[config.mk]
export PLATFORM = sky130hd
export DESIGN_NAME = uart_frame_ctrl
export DESIGN_NICKNAME = d
export VERILOG_FILES = /design/src/hdl/uart_cfg_pkg.sv /design/src/hdl/uart_parity.sv /design/src/hdl/uart_frame_ctrl.sv
export VERILOG_INCLUDE_DIRS = /design/src /design/src/hdl
export SDC_FILE = /design/constraint.sdc
export NUM_CORES = 1
export LEC_CHECK = 0
export BUFFER_PORTS_ARGS = -buffer_cell sky130_fd_sc_hd__clkbuf_2
export CORE_MARGIN = 3
export CORE_UTILIZATION = 38
export CTS_CLUSTER_SIZE = 10
export DETAILED_ROUTE_END_ITERATION = 8
export GPL_ROUTABILITY_DRIVEN = 0
export GPL_TIMING_DRIVEN = 0
export PLACE_DENSITY = 0.8
export SLEW_MARGIN = 20
export SYNTH_ARGS = -nofsm -noshare
export SYNTH_HDL_FRONTEND = slang
export SYNTH_SLANG_ARGS = --single-unit
[constraint.sdc]
create_clock -name clk_i -period 2 [get_ports clk_i]
set_input_delay 0.1 -clock clk_i [delete_from_list [all_inputs] [get_ports clk_i]]
set_output_delay 0.1 -clock clk_i [all_outputs]
set_load 0.01 [all_outputs]
[src/hdl/uart_cfg_defines.svh]
// register offsets, field positions and reset values of the frame and interrupt control block
`ifndef UART_CFG_DEFINES_SVH
`define UART_CFG_DEFINES_SVH
`define CTRL_ONE_ADDR    4'h0
`define CTRL_TWO_ADDR    4'h4
`define STATUS_ADDR      4'h8
`define CTRL_ONE_RESET   8'h00
`define CTRL_TWO_RESET   8'h00
`define C1_LOOP_BIT      7
`define C1_WAIT_BIT      6
`define C1_RXSRC_BIT     5
`define C1_LEN_BIT       4
`define C1_WAKE_BIT      3
`define C1_IDLE_STOP_BIT 2
`define C1_PAR_EN_BIT    1
`define C1_PAR_ODD_BIT   0
`define C2_TXE_IE_BIT    7
`define C2_TXD_IE_BIT    6
`define C2_RXF_IE_BIT    5
`define C2_IDLE_IE_BIT   4
`define C2_TX_ON_BIT     3
`define C2_RX_ON_BIT     2
`define IDLE_SHORT_BITS  4'ha
`define IDLE_LONG_BITS   4'hb
`endif

[src/hdl/uart_cfg_pkg.sv]
// types shared by the frame and interrupt control block
package uart_cfg_pkg;
  typedef enum logic [1:0] {PATH_NORMAL, PATH_LOOP, PATH_SINGLE} path_e;
  typedef struct packed {
    logic loop_sel;
    logic freeze_wait;
    logic rx_src_sel;
    logic nine_bit;
    logic wake_addr;
    logic idle_after_stop;
    logic parity_en;
    logic parity_odd;
  } ctrl_one_s;
  typedef struct packed {
    logic tx_empty_ie;
    logic tx_done_ie;
    logic rx_full_ie;
    logic idle_ie;
    logic tx_on;
    logic rx_on;
    logic rsvd1;
    logic rsvd0;
  } ctrl_two_s;
  typedef struct packed {
    logic tx_empty;
    logic tx_done;
    logic rx_full;
    logic idle;
  } flags_s;
  typedef struct packed {
    logic       nine_bit;
    logic       parity_en;
    logic       parity_odd;
    logic       wake_addr;
    logic       idle_after_stop;
    logic [3:0] idle_bits;
  } frame_cfg_s;
endpackage

[src/hdl/uart_parity.sv]
// parity bit generator and checker for one character
`timescale 1ns/1ps
module uart_parity (
  // character
  input  wire logic [8:0] data_i,
  input  wire logic       nine_bit_i,
  input  wire logic       odd_i,
  // results
  output logic            gen_bit_o,
  output logic            ok_o
);
  logic [7:0] body;
  logic       msb;
  always_comb begin
    body = nine_bit_i ? data_i[7:0] : {1'b0, data_i[6:0]};
    msb  = nine_bit_i ? data_i[8] : data_i[7];
    gen_bit_o = (^body) ^ odd_i;
    ok_o      = ((^body) ^ msb) == odd_i;
  end
endmodule

[src/hdl/uart_frame_ctrl.sv]
// frame configuration, pin routing and interrupt request for an async serial port
`timescale 1ns/1ps
`include "uart_cfg_defines.svh"
module uart_frame_ctrl (
  // clock and reset
  input  wire logic                    clk_i,
  input  wire logic                    rst_i,
  // wishbone slave
  input  wire logic                    cyc_i,
  input  wire logic                    stb_i,
  input  wire logic                    we_i,
  input  wire logic [3:0]              adr_i,
  input  wire logic [3:0]              sel_i,
  input  wire logic [31:0]             dat_i,
  output logic      [31:0]             dat_o,
  output logic                         ack_o,
  output logic                         err_o,
  // core side
  input  wire uart_cfg_pkg::flags_s    flags_i,
  input  wire logic                    tx_serial_i,
  input  wire logic                    single_line_direction_i,
  input  wire logic                    wait_mode_i,
  input  wire logic [8:0]              char_i,
  output uart_cfg_pkg::frame_cfg_s     frame_o,
  output logic                         parity_bit_o,
  output logic                         parity_ok_o,
  output logic                         serial_clk_en_o,
  output logic                         irq_o,
  // pins
  input  wire logic                    rxd_i,
  input  wire logic                    txd_i,
  output logic                         txd_o,
  output logic                         txd_oe_o,
  output logic                         rxd_owned_o,
  output logic                         rx_serial_o
);
  import uart_cfg_pkg::*;

  ctrl_one_s  c1_ff, nxt_c1;
  ctrl_two_s  c2_ff, nxt_c2;
  logic       ack_ff, nxt_ack;
  logic       err_ff, nxt_err;
  logic [31:0] rd_ff, nxt_rd;
  frame_cfg_s frame_ff, nxt_frame;
  logic       gen_bit, chk_ok;
  logic       par_ff, nxt_par;
  logic       pok_ff, nxt_pok;
  logic       clken_ff, nxt_clken;
  logic       irq_ff, nxt_irq;
  logic       txd_ff, nxt_txd;
  logic       txoe_ff, nxt_txoe;
  logic       rxown_ff, nxt_rxown;
  logic       rxs_ff, nxt_rxs;
  path_e      path;
  logic       req, hit1, hit2, hits;

  //////////////////////////////////////////////////////////////////////////
  // register bus
  always_comb begin
    req     = cyc_i && stb_i && !ack_ff && !err_ff;
    hit1    = adr_i == `CTRL_ONE_ADDR;
    hit2    = adr_i == `CTRL_TWO_ADDR;
    hits    = adr_i == `STATUS_ADDR;
    nxt_c1  = c1_ff;
    nxt_c2  = c2_ff;
    nxt_ack = 1'b0;
    nxt_err = 1'b0;
    nxt_rd  = 32'h0000_0000;
    if (req) begin
      if (hit1 || hit2 || hits) begin
        nxt_ack = 1'b1;
      end else begin
        nxt_err = 1'b1;
      end
      if (we_i && sel_i[0] && hit1) begin
        nxt_c1 = ctrl_one_s'(dat_i[7:0]);
      end
      if (we_i && sel_i[0] && hit2) begin
        nxt_c2 = ctrl_two_s'(dat_i[7:0]);
        nxt_c2.rsvd1 = 1'b0;
        nxt_c2.rsvd0 = 1'b0;
      end
      if (!we_i && hit1) begin
        nxt_rd = {24'h00_0000, c1_ff};
      end
      if (!we_i && hit2) begin
        nxt_rd = {24'h00_0000, c2_ff};
      end
      if (!we_i && hits) begin
        nxt_rd = {28'h000_0000, flags_i};
      end
    end
  end

  always_ff @(posedge clk_i) begin
    if (rst_i) begin
      c1_ff  <= `CTRL_ONE_RESET;
      c2_ff  <= `CTRL_TWO_RESET;
      ack_ff <= 1'b0;
      err_ff <= 1'b0;
      rd_ff  <= 32'h0000_0000;
    end else begin
      c1_ff  <= nxt_c1;
      c2_ff  <= nxt_c2;
      ack_ff <= nxt_ack;
      err_ff <= nxt_err;
      rd_ff  <= nxt_rd;
    end
  end

  //////////////////////////////////////////////////////////////////////////
  // frame settings and parity
  uart_parity u_parity (
    .data_i     (char_i),
    .nine_bit_i (c1_ff.nine_bit),
    .odd_i      (c1_ff.parity_odd),
    .gen_bit_o  (gen_bit),
    .ok_o       (chk_ok)
  );

  always_comb begin
    nxt_frame.nine_bit        = c1_ff.nine_bit;
    nxt_frame.parity_en       = c1_ff.parity_en;
    nxt_frame.parity_odd      = c1_ff.parity_odd;
    nxt_frame.wake_addr       = c1_ff.wake_addr;
    nxt_frame.idle_after_stop = c1_ff.idle_after_stop;
    nxt_frame.idle_bits       = c1_ff.nine_bit ? `IDLE_LONG_BITS : `IDLE_SHORT_BITS;
    // with parity off the msb is plain data and is always accepted
    nxt_par = c1_ff.parity_en ? gen_bit : char_i[c1_ff.nine_bit ? 8 : 7];
    nxt_pok = c1_ff.parity_en ? chk_ok : 1'b1;
    // clocks run in wait unless freeze_wait is set, so a flag can still wake the cpu
    nxt_clken = !(wait_mode_i && c1_ff.freeze_wait);
  end

  //////////////////////////////////////////////////////////////////////////
  // pin routing
  always_comb begin
    // source select only matters with loop set
    if (!c1_ff.loop_sel) begin
      path = PATH_NORMAL;
    end else if (c1_ff.rx_src_sel) begin
      path = PATH_SINGLE;
    end else begin
      path = PATH_LOOP;
    end
    nxt_txd   = tx_serial_i;
    nxt_txoe  = c2_ff.tx_on;
    nxt_rxown = 1'b0;
    nxt_rxs   = 1'b1;
    unique case (path)
      PATH_NORMAL: begin
        nxt_rxown = c2_ff.rx_on;
        nxt_rxs   = rxd_i;
      end
      PATH_LOOP: begin
        nxt_rxs = tx_serial_i;
      end
      PATH_SINGLE: begin
        nxt_txoe = c2_ff.tx_on && single_line_direction_i;
        nxt_rxs  = nxt_txoe ? tx_serial_i : txd_i;
      end
    endcase
  end

  //////////////////////////////////////////////////////////////////////////
  // interrupt request
  always_comb begin
    nxt_irq = (flags_i.tx_empty && c2_ff.tx_empty_ie)
           || (flags_i.tx_done  && c2_ff.tx_done_ie)
           || (flags_i.rx_full  && c2_ff.rx_full_ie)
           || (flags_i.idle     && c2_ff.idle_ie);
  end

  always_ff @(posedge clk_i) begin
    if (rst_i) begin
      frame_ff <= '0;
      par_ff   <= 1'b0;
      pok_ff   <= 1'b1;
      clken_ff <= 1'b1;
      irq_ff   <= 1'b0;
      txd_ff   <= 1'b1;
      txoe_ff  <= 1'b0;
      rxown_ff <= 1'b0;
      rxs_ff   <= 1'b1;
    end else begin
      frame_ff <= nxt_frame;
      par_ff   <= nxt_par;
      pok_ff   <= nxt_pok;
      clken_ff <= nxt_clken;
      irq_ff   <= nxt_irq;
      txd_ff   <= nxt_txd;
      txoe_ff  <= nxt_txoe;
      rxown_ff <= nxt_rxown;
      rxs_ff   <= nxt_rxs;
    end
  end

  assign dat_o           = rd_ff;
  assign ack_o           = ack_ff;
  assign err_o           = err_ff;
  assign frame_o         = frame_ff;
  assign parity_bit_o    = par_ff;
  assign parity_ok_o     = pok_ff;
  assign serial_clk_en_o = clken_ff;
  assign irq_o           = irq_ff;
  assign txd_o           = txd_ff;
  assign txd_oe_o        = txoe_ff;
  assign rxd_owned_o     = rxown_ff;
  assign rx_serial_o     = rxs_ff;

  //////////////////////////////////////////////////////////////////////////
  // checks
  a_loop_feeds_rx: assert property (@(posedge clk_i) disable iff (rst_i)
    c1_ff.loop_sel && !c1_ff.rx_src_sel |=> rx_serial_o == $past(tx_serial_i))
    else $error("loopback does not feed receiver");
  a_normal_uses_rxd: assert property (@(posedge clk_i) disable iff (rst_i)
    !c1_ff.loop_sel |=> rx_serial_o == $past(rxd_i))
    else $error("normal mode not using receive pin");
  a_rx_pin_freed: assert property (@(posedge clk_i) disable iff (rst_i)
    c1_ff.loop_sel |=> !rxd_owned_o)
    else $error("receive pin held in loop mode");
  a_freeze_wait: assert property (@(posedge clk_i) disable iff (rst_i)
    wait_mode_i && c1_ff.freeze_wait |=> !serial_clk_en_o)
    else $error("clocks not frozen in wait");
  a_run_in_wait: assert property (@(posedge clk_i) disable iff (rst_i)
    !c1_ff.freeze_wait |=> serial_clk_en_o)
    else $error("clocks stopped with freeze clear");
  a_single_dir: assert property (@(posedge clk_i) disable iff (rst_i)
    c1_ff.loop_sel && c1_ff.rx_src_sel && !single_line_direction_i |=> !txd_oe_o)
    else $error("single wire drives while receiving");
  a_no_parity_chk: assert property (@(posedge clk_i) disable iff (rst_i)
    !c1_ff.parity_en |=> parity_ok_o)
    else $error("parity checked while disabled");
  a_len_follows: assert property (@(posedge clk_i) disable iff (rst_i)
    ##1 frame_o.nine_bit == $past(c1_ff.nine_bit))
    else $error("frame length not following control");
  a_irq_rx_full: assert property (@(posedge clk_i) disable iff (rst_i)
    flags_i.rx_full && c2_ff.rx_full_ie |=> irq_o)
    else $error("rx full interrupt missing");
  a_irq_quiet: assert property (@(posedge clk_i) disable iff (rst_i)
    c2_ff[7:4] == 4'h0 |=> !irq_o)
    else $error("interrupt with all enables clear");
  a_ack_one: assert property (@(posedge clk_i) disable iff (rst_i)
    cyc_i && stb_i && hit2 && !ack_o |=> ack_o ##1 !ack_o)
    else $error("second control access not answered");
  c_single_wire: cover property (@(posedge clk_i) path == PATH_SINGLE && txd_oe_o);
  c_loopback: cover property (@(posedge clk_i) path == PATH_LOOP);
  c_irq: cover property (@(posedge clk_i) irq_o);
  c_write_one: cover property (@(posedge clk_i) ack_o && we_i && hit1);
endmodule

==> impl_metrics.csv, run 1 <==
group,metric,value,unit
outcome,status,"complete, no violations",
setup_path,reg2regPathDepth,5,
power,power_frac_seq,51.3,%
final_layout,layout_commonest_cell,"clkbuf_2",
sta,fmax,639,MHz
setup_path,critical_path_required,2210,ps
floorplanning,pin_count,114,
final_layout,drive_above_1_share,41.0,%
floorplanning,die_area,5230,sq um
cts,cts_tree,"done",
detailed_routing,firstDrtPassIters,4,
sta,skew,11.8,ps
cts,cts_max_level,2,
sta,fin_crit_sh,78.3,%
cts,cts_setup_buffers,0,
cts,cts_root_buffer,"clkbuf_8",
setup_path,end_kind,"flip-flop",
sta,worst_pin_slew,625,ps
logic_synthesis,netlist_instances,161,
detailed_routing,wl,3.49,mm
final_layout,fill_cells,381,
power,leakagePower,1.19,nW
cts,clk_pin_slew,70,ps
final_layout,layout_common_cells,"61 x clkbuf_2, 38 x dfxtp_1, 27 x buf_4, 25 x conb_1, 24 x mux2i_1",
sta,rsz0062_at_grt,"no",
logic_synthesis,ys_types,32,
global_routing,grt_max_degree,12,
logic_synthesis,synth_top_area_share,45.5,%
floorplanning,core_area,4120,sq um
power,ir_drop,0.203,mV
logic_synthesis,synth_top_area_cell,"dfxtp_1",
power,switching_share,23.0,%
setup_path,critPathLaunchType,"flip-flop",
logic_synthesis,synthFlopType,"dfxtp_1",
placement,port_buffers,61,
cts,clk_latency,290,ps
setup_path,worstSetupPathType,"reg2reg",
flow_run,max_cap_violations,0,
power,powerDensity,665,nW/um^2
power,clkPwrFrac,35.7,%
floorplanning,rows,23,
sta,slew_violations,0,
worst_hold_path,hold_depth,3,
logic_synthesis,yosys-top-cells-area,"dfxtp_1 46%, mux2i_1 14%, buf_4 12%, nor2_1 4.3%, nor3_2 3.6%",
sta,hold_ws,21.7,ps
sta,finalCriticalPeriod,1570,ps
cts,clock_path_buffers,2,
detailed_routing,drt_iter0_drc,40,
global_routing,antenna_found_initial,0,
sta,hold_viol,0,
logic_synthesis,ys_ff_latch,38,
power,switchingPower,0.343,mW
detailed_routing,viasPerCell,4.35,
logic_synthesis,avgSynthCellArea,10.4,sq um
power,p_int,1.15,mW
final_layout,antenna_cells,0,
sta,max_slew_margin,58.3,%
logic_synthesis,ys.warnings.count,0,
floorplanning,die_w,72.3,um
power,p_comb_share,12.9,%
floorplanning,start_util,40.6,%
placement,dpl_worst_slack,463,ps
logic_synthesis,seq_area_frac_synth,45.5,%
cts,clock_sinks,38,
cts,cts_made_buffers,5,
detailed_routing,wl_per_cell,11.4,um
setup_path,arrival,1770,ps
global_routing,grt_util_all_layers,14.1,%
detailed_routing,remaining_drc_errors,0,
sta,finalSetupViolCount,0,
sta,fin_ws,435,ps
logic_synthesis,async_flop_share,0,%
floorplanning,die_h,72.3,um
detailed_routing,vias,1331,
sta,final.setup.tns,0,ps
worst_hold_path,hold_path_class,"in2reg",
global_routing,gr-total-overflow,0,
final_layout,area_growth,34.1,%
logic_synthesis,synth_edf_count,0,
final_layout,nets,318,
setup_path,critPathMaxFanout,8,
global_routing,grt_first_pass_wirelength,5.66,mm
detailed_routing,ant_nets,0,
placement,dp_hpwl,2.77,mm
global_routing,grt_pass1_vias,1276,
logic_synthesis,netlist_area,1670,sq um
-- stage by stage --
| stage | cells | instance area (sq um) | util (%) | total power [mW] |
|---|---|---|---|---|
| 3_5_place_dp | 296 | 2130 | 51.7 | 0.970 |
| 3_3_place_gp | 296 | 2130 | 51.7 | 0.967 |
| 4_1_cts | 306 | 2240 | 54.5 | 1.50 |
| 6_report | 306 | 2240 | 54.5 | 1.49 |
| 2_1_floorplan | 185 | 1760 | - | 0.913 |
| 5_1_grt | 306 | 2240 | 54.5 | 1.55 |
-- final cells by class --
| class | count | area (sq um) | area share (%) |
|---|---|---|---|
| flip-flops and latches | 38 | 761 | 33.9 |
| clock buffers | 7 | 86.3 | 3.85 |
| inverters | 1 | 3.75 | 0.168 |
| plain buffers | 33 | 228 | 10.2 |
| well taps | 50 | 62.6 | 2.79 |
| repair buffers | 63 | 325 | 14.5 |
| clock inverters | 1 | 5.00 | 0.223 |
| multi-input cells | 113 | 769 | 34.3 |
-- registers in the layout, indices dropped and copies added (netlist names) --
register and count:
serial_clk_en_o 1, rxd_owned_o 1, c1_ff 8, parity_bit_o 1
parity_ok_o 1, c2_ff 6, txd_o 1, frame_o 6
irq_o 1, rx_serial_o 1, dat_o 8, txd_oe_o 1
err_o 1, ack_o 1
-- path summary, 6_finish.rpt --
check / slack (ps) / end / startpoint
worst min-delay path: 20 / rx_serial_o$_SDFF_PP1_ / rxd_i
worst max-delay path: 430 / dat_o[0]$_SDFF_PP0_ / err_o$_SDFF_PP0_
worst max register to register: 430 / dat_o[0]$_SDFF_PP0_ / err_o$_SDFF_PP0_
worst min register to register: 430 / serial_clk_en_o$_SDFF_PP1_ / c1_ff[6]$_SDFFE_PP0P_
-- kinds of logic after synthesis --
group                     Yosys count  share of synthesized area (%)
and+or+nand+nor                    47                           16.2
DFF                                38                           45.5
buffers and inverters              34                           13.8
muxes                              25                           15.0
AOI/OAI and AO/OA                   9                           3.82
xor gates and xnor gates            7                           5.39
other                               1                          0.224
-- synthesized netlist by cell type (2+ instances only) --
master    count
a21oi_1       3
a22oi_1       2
buf_2         2
buf_4        27
clkbuf_1      4
dfxtp_1      38
mux2i_1      24
nand2_1       5
nand3_1       2
nor2_1       19
nor2b_1       6
nor3_2        6
xnor2_1       3
xor2_1        2
-- power by group through the flow --
stage | Combinational [mW] | Clock [mW] | Sequential [mW]
final | 0.193 | 0.532 | 0.765
after CTS | 0.191 | 0.546 | 0.765
after global routing | 0.211 | 0.576 | 0.765
after global placement | 0.185 | 0 | 0.782
after floorplan | 0.127 | 0 | 0.785
after detailed placement | 0.187 | 0 | 0.782
-- timing repair --
item / CTS / global route
hold endpoints to repair: 2 / 0
resized for setup: 0 / 0
hold buffers: 2 / 0
-- per-layer routing --
metal / vias up / track usage [%] / part of all wire (%)
li1: 679 / - / -
met1: 602 / 14.6 / 38
met2: 44 / 25.6 / 52
met3: 6 / 4.29 / 6.8
met4: 0 / 7.10 / 2.3
met5: - / 0 / 0
-- critical path: stages, from the launching register on --
cell and delay (ps):
dfxtp_1 310, and4bb_2 330, nand2_1 80, or4_1 390, buf_2 190, nor3_2 170
No activity file was read; power rests on OpenSTA's default activity.
==> inputs of run 2 (changes only) <==
==> constraint.sdc (replaced) <==
create_clock -name clk_i -period 1.6 [get_ports clk_i]
set_input_delay 0.08 -clock clk_i [delete_from_list [all_inputs] [get_ports clk_i]]
set_output_delay 0.08 -clock clk_i [all_outputs]
set_load 0.01 [all_outputs]
==> run 2 against run 1 <==
  * Register-to-register slack worse by 390 ps
  * Flip-flop and latch count did not move
  * Worst hold slack gained 4.9 ps
  * Sequential share of layout area fell by 0.39 points
  * Utilization rose by 0.64 points
  * Worst setup slack got worse by 390 ps
  * Fmax up 0.84%
  * Combinational power grew 28%
  * Die area unchanged
  * Clock skew increased by 2.3 ps
  * Clock power increased by 26%
  * Count of clock-buffer cells in the layout unchanged
==> impl_metrics.csv, run 2 (synthesis gave the netlist of run 1 again) <==
group,metric,value,unit
detailed_routing,viasPerCell,4.39,
sta,hold_viol,0,
floorplanning,die_area,5230,sq um
setup_path,worstSetupEndpoint,"dat_o[0]$_SDFF_PP0_",
detailed_routing,remaining_drc_errors,0,
final_layout,drive_above_1_share,41.2,%
cts,cts_tree,"done",
detailed_routing,vias,1347,
cts,cts_made_buffers,5,
setup_path,end_kind,"flip-flop",
cts,clk_latency,290,ps
floorplanning,pin_count,114,
floorplanning,die_h,72.3,um
setup_path,critical_path_required,1810,ps
placement,dp_hpwl,2.77,mm
power,p_total,1.87,mW
setup_path,critPathMaxFanout,8,
sta,max_slew_margin,54.6,%
setup_path,r2r_setup_slack,50,ps
final_layout,antenna_cells,0,
sta,finalCriticalPeriod,1550,ps
final_layout,multi_input_area,779,sq um
sta,fin_crit_sh,97.0,%
setup_path,cp_cell_sequence,"and4bb_2, nand2_1, or4_4, buf_6, nor3_4",
final_layout,layout_common_cells,"61 x clkbuf_2, 38 x dfxtp_1, 27 x buf_4, 25 x conb_1, 24 x mux2i_1",
final_layout,utilization,55.1,%
setup_path,cp_slowest_cell,"or4_4",
setup_path,slowest_delay,420,ps
outcome,status,"complete, no violations",
cts,clock_sinks,38,
final_layout,regArea,761,sq um
placement,port_buffers,61,
power,leakagePower,1.21,nW
global_routing,gr-total-overflow,0,
power,powerDensity,826,nW/um^2
setup_path,crit_start,"err_o$_SDFF_PP0_",
setup_path,arrival,1760,ps
sta,hold_ws,26.6,ps
cts,clock_path_buffers,2,
final_layout,fin_area,2270,sq um
setup_path,reg2regPathDepth,5,
final_layout,nets,319,
setup_path,critPathLaunchType,"flip-flop",
final_layout,area_growth,35.6,%
detailed_routing,wl,3.55,mm
sta,rsz0062_at_grt,"yes",
floorplanning,rows,23,
detailed_routing,wl_per_cell,11.6,um
sta,slew_violations,0,
sta,worst_pin_slew,681,ps
cts,cts_max_level,2,
sta,finalSetupViolCount,0,
cts,clk_pin_slew,80,ps
global_routing,grt_first_pass_wirelength,5.69,mm
flow_run,max_cap_violations,0,
global_routing,grt_pass1_vias,1285,
floorplanning,die_w,72.3,um
detailed_routing,drt_iter0_drc,72,
sta,fin_ws,48.0,ps
setup_path,worstSetupPathType,"reg2reg",
setup_path,r2r_start,"err_o$_SDFF_PP0_",
worst_hold_path,hold_path_class,"in2reg",
global_routing,antenna_found_initial,0,
floorplanning,core_area,4120,sq um
placement,dpl_worst_slack,62.9,ps
floorplanning,start_util,40.6,%
sta,skew,14.1,ps
final_layout,layout_commonest_cell,"clkbuf_2",
global_routing,grt_util_all_layers,14.2,%
detailed_routing,ant_nets,0,
setup_path,r2r-end,"dat_o[0]$_SDFF_PP0_",
global_routing,grt_max_degree,12,
detailed_routing,firstDrtPassIters,4,
cts,cts_root_buffer,"clkbuf_8",
placement,place_area,2130,sq um
sta,fmax,644,MHz
power,ir_drop,0.254,mV
final_layout,fill_cells,380,
==> run 2: worst min path at each step <==
stage,startpoint,to,slack [ps],cells past startpoint
finish,dat_i[1],c1_ff[1]$_SDFFE_PP0P_,30,3
CTS,dat_i[1],c1_ff[1]$_SDFFE_PP0P_,20,3
floorplan,rst_i,frame_o[6]$_SDFF_PP0_,150,1
global placement,wait_mode_i,serial_clk_en_o$_SDFF_PP1_,250,2
detailed placement,wait_mode_i,serial_clk_en_o$_SDFF_PP1_,260,2
global route,dat_i[1],c1_ff[1]$_SDFFE_PP0P_,50,3
==> run 2: timing repair <==
action | CTS | global route
resized for setup | 0 | 5
hold endpoints to repair | 3 | 0
buffers inserted | 0 | 0
setup endpoints to repair | 0 | 8
hold buffers | 3 | 0
==> run 2: report_power, final <==
group	leakage [nW]	internal, mW	switching (mW)	total [mW]
sequential	0.307	0.953	0.00302	0.956
combinational	0.852	0.137	0.111	0.248
clock	0.0482	0.347	0.321	0.668
==> run 2: cell type report <==
type,instances,area share [%]
clock inverters,1,0.221
well taps,50,2.76
plain buffers,33,10.3
multi-input cells,113,34.4
clock buffers,7,3.81
repair buffers,64,14.8
flip-flops and latches,38,33.6
inverters,1,0.166
==> run 2: worst max-delay path, delay by kind of cell (launching register included) <==
kind | cells | cell delay (ps)
buf+inv | 1 | 160
flops | 1 | 320
simple gates | 4 | 990
==> run 2: through the flow <==
| step | cells | TNS, ps |
|---|---|---|
| after floorplan | 185 | 0 |
| after global placement | 296 | 0 |
| after detailed placement | 296 | 0 |
| after CTS | 307 | 0 |
| after global routing | 307 | -13.6 |
| final | 307 | 0 |
==> run 2: layer usage <==
layer	track usage, %	wire length, um	up-vias
li1	-	-	682
met1	14.7	1380	611
met2	25.7	1840	48
met3	4.29	240	6
met4	7.10	86	0
met5	0	0	-
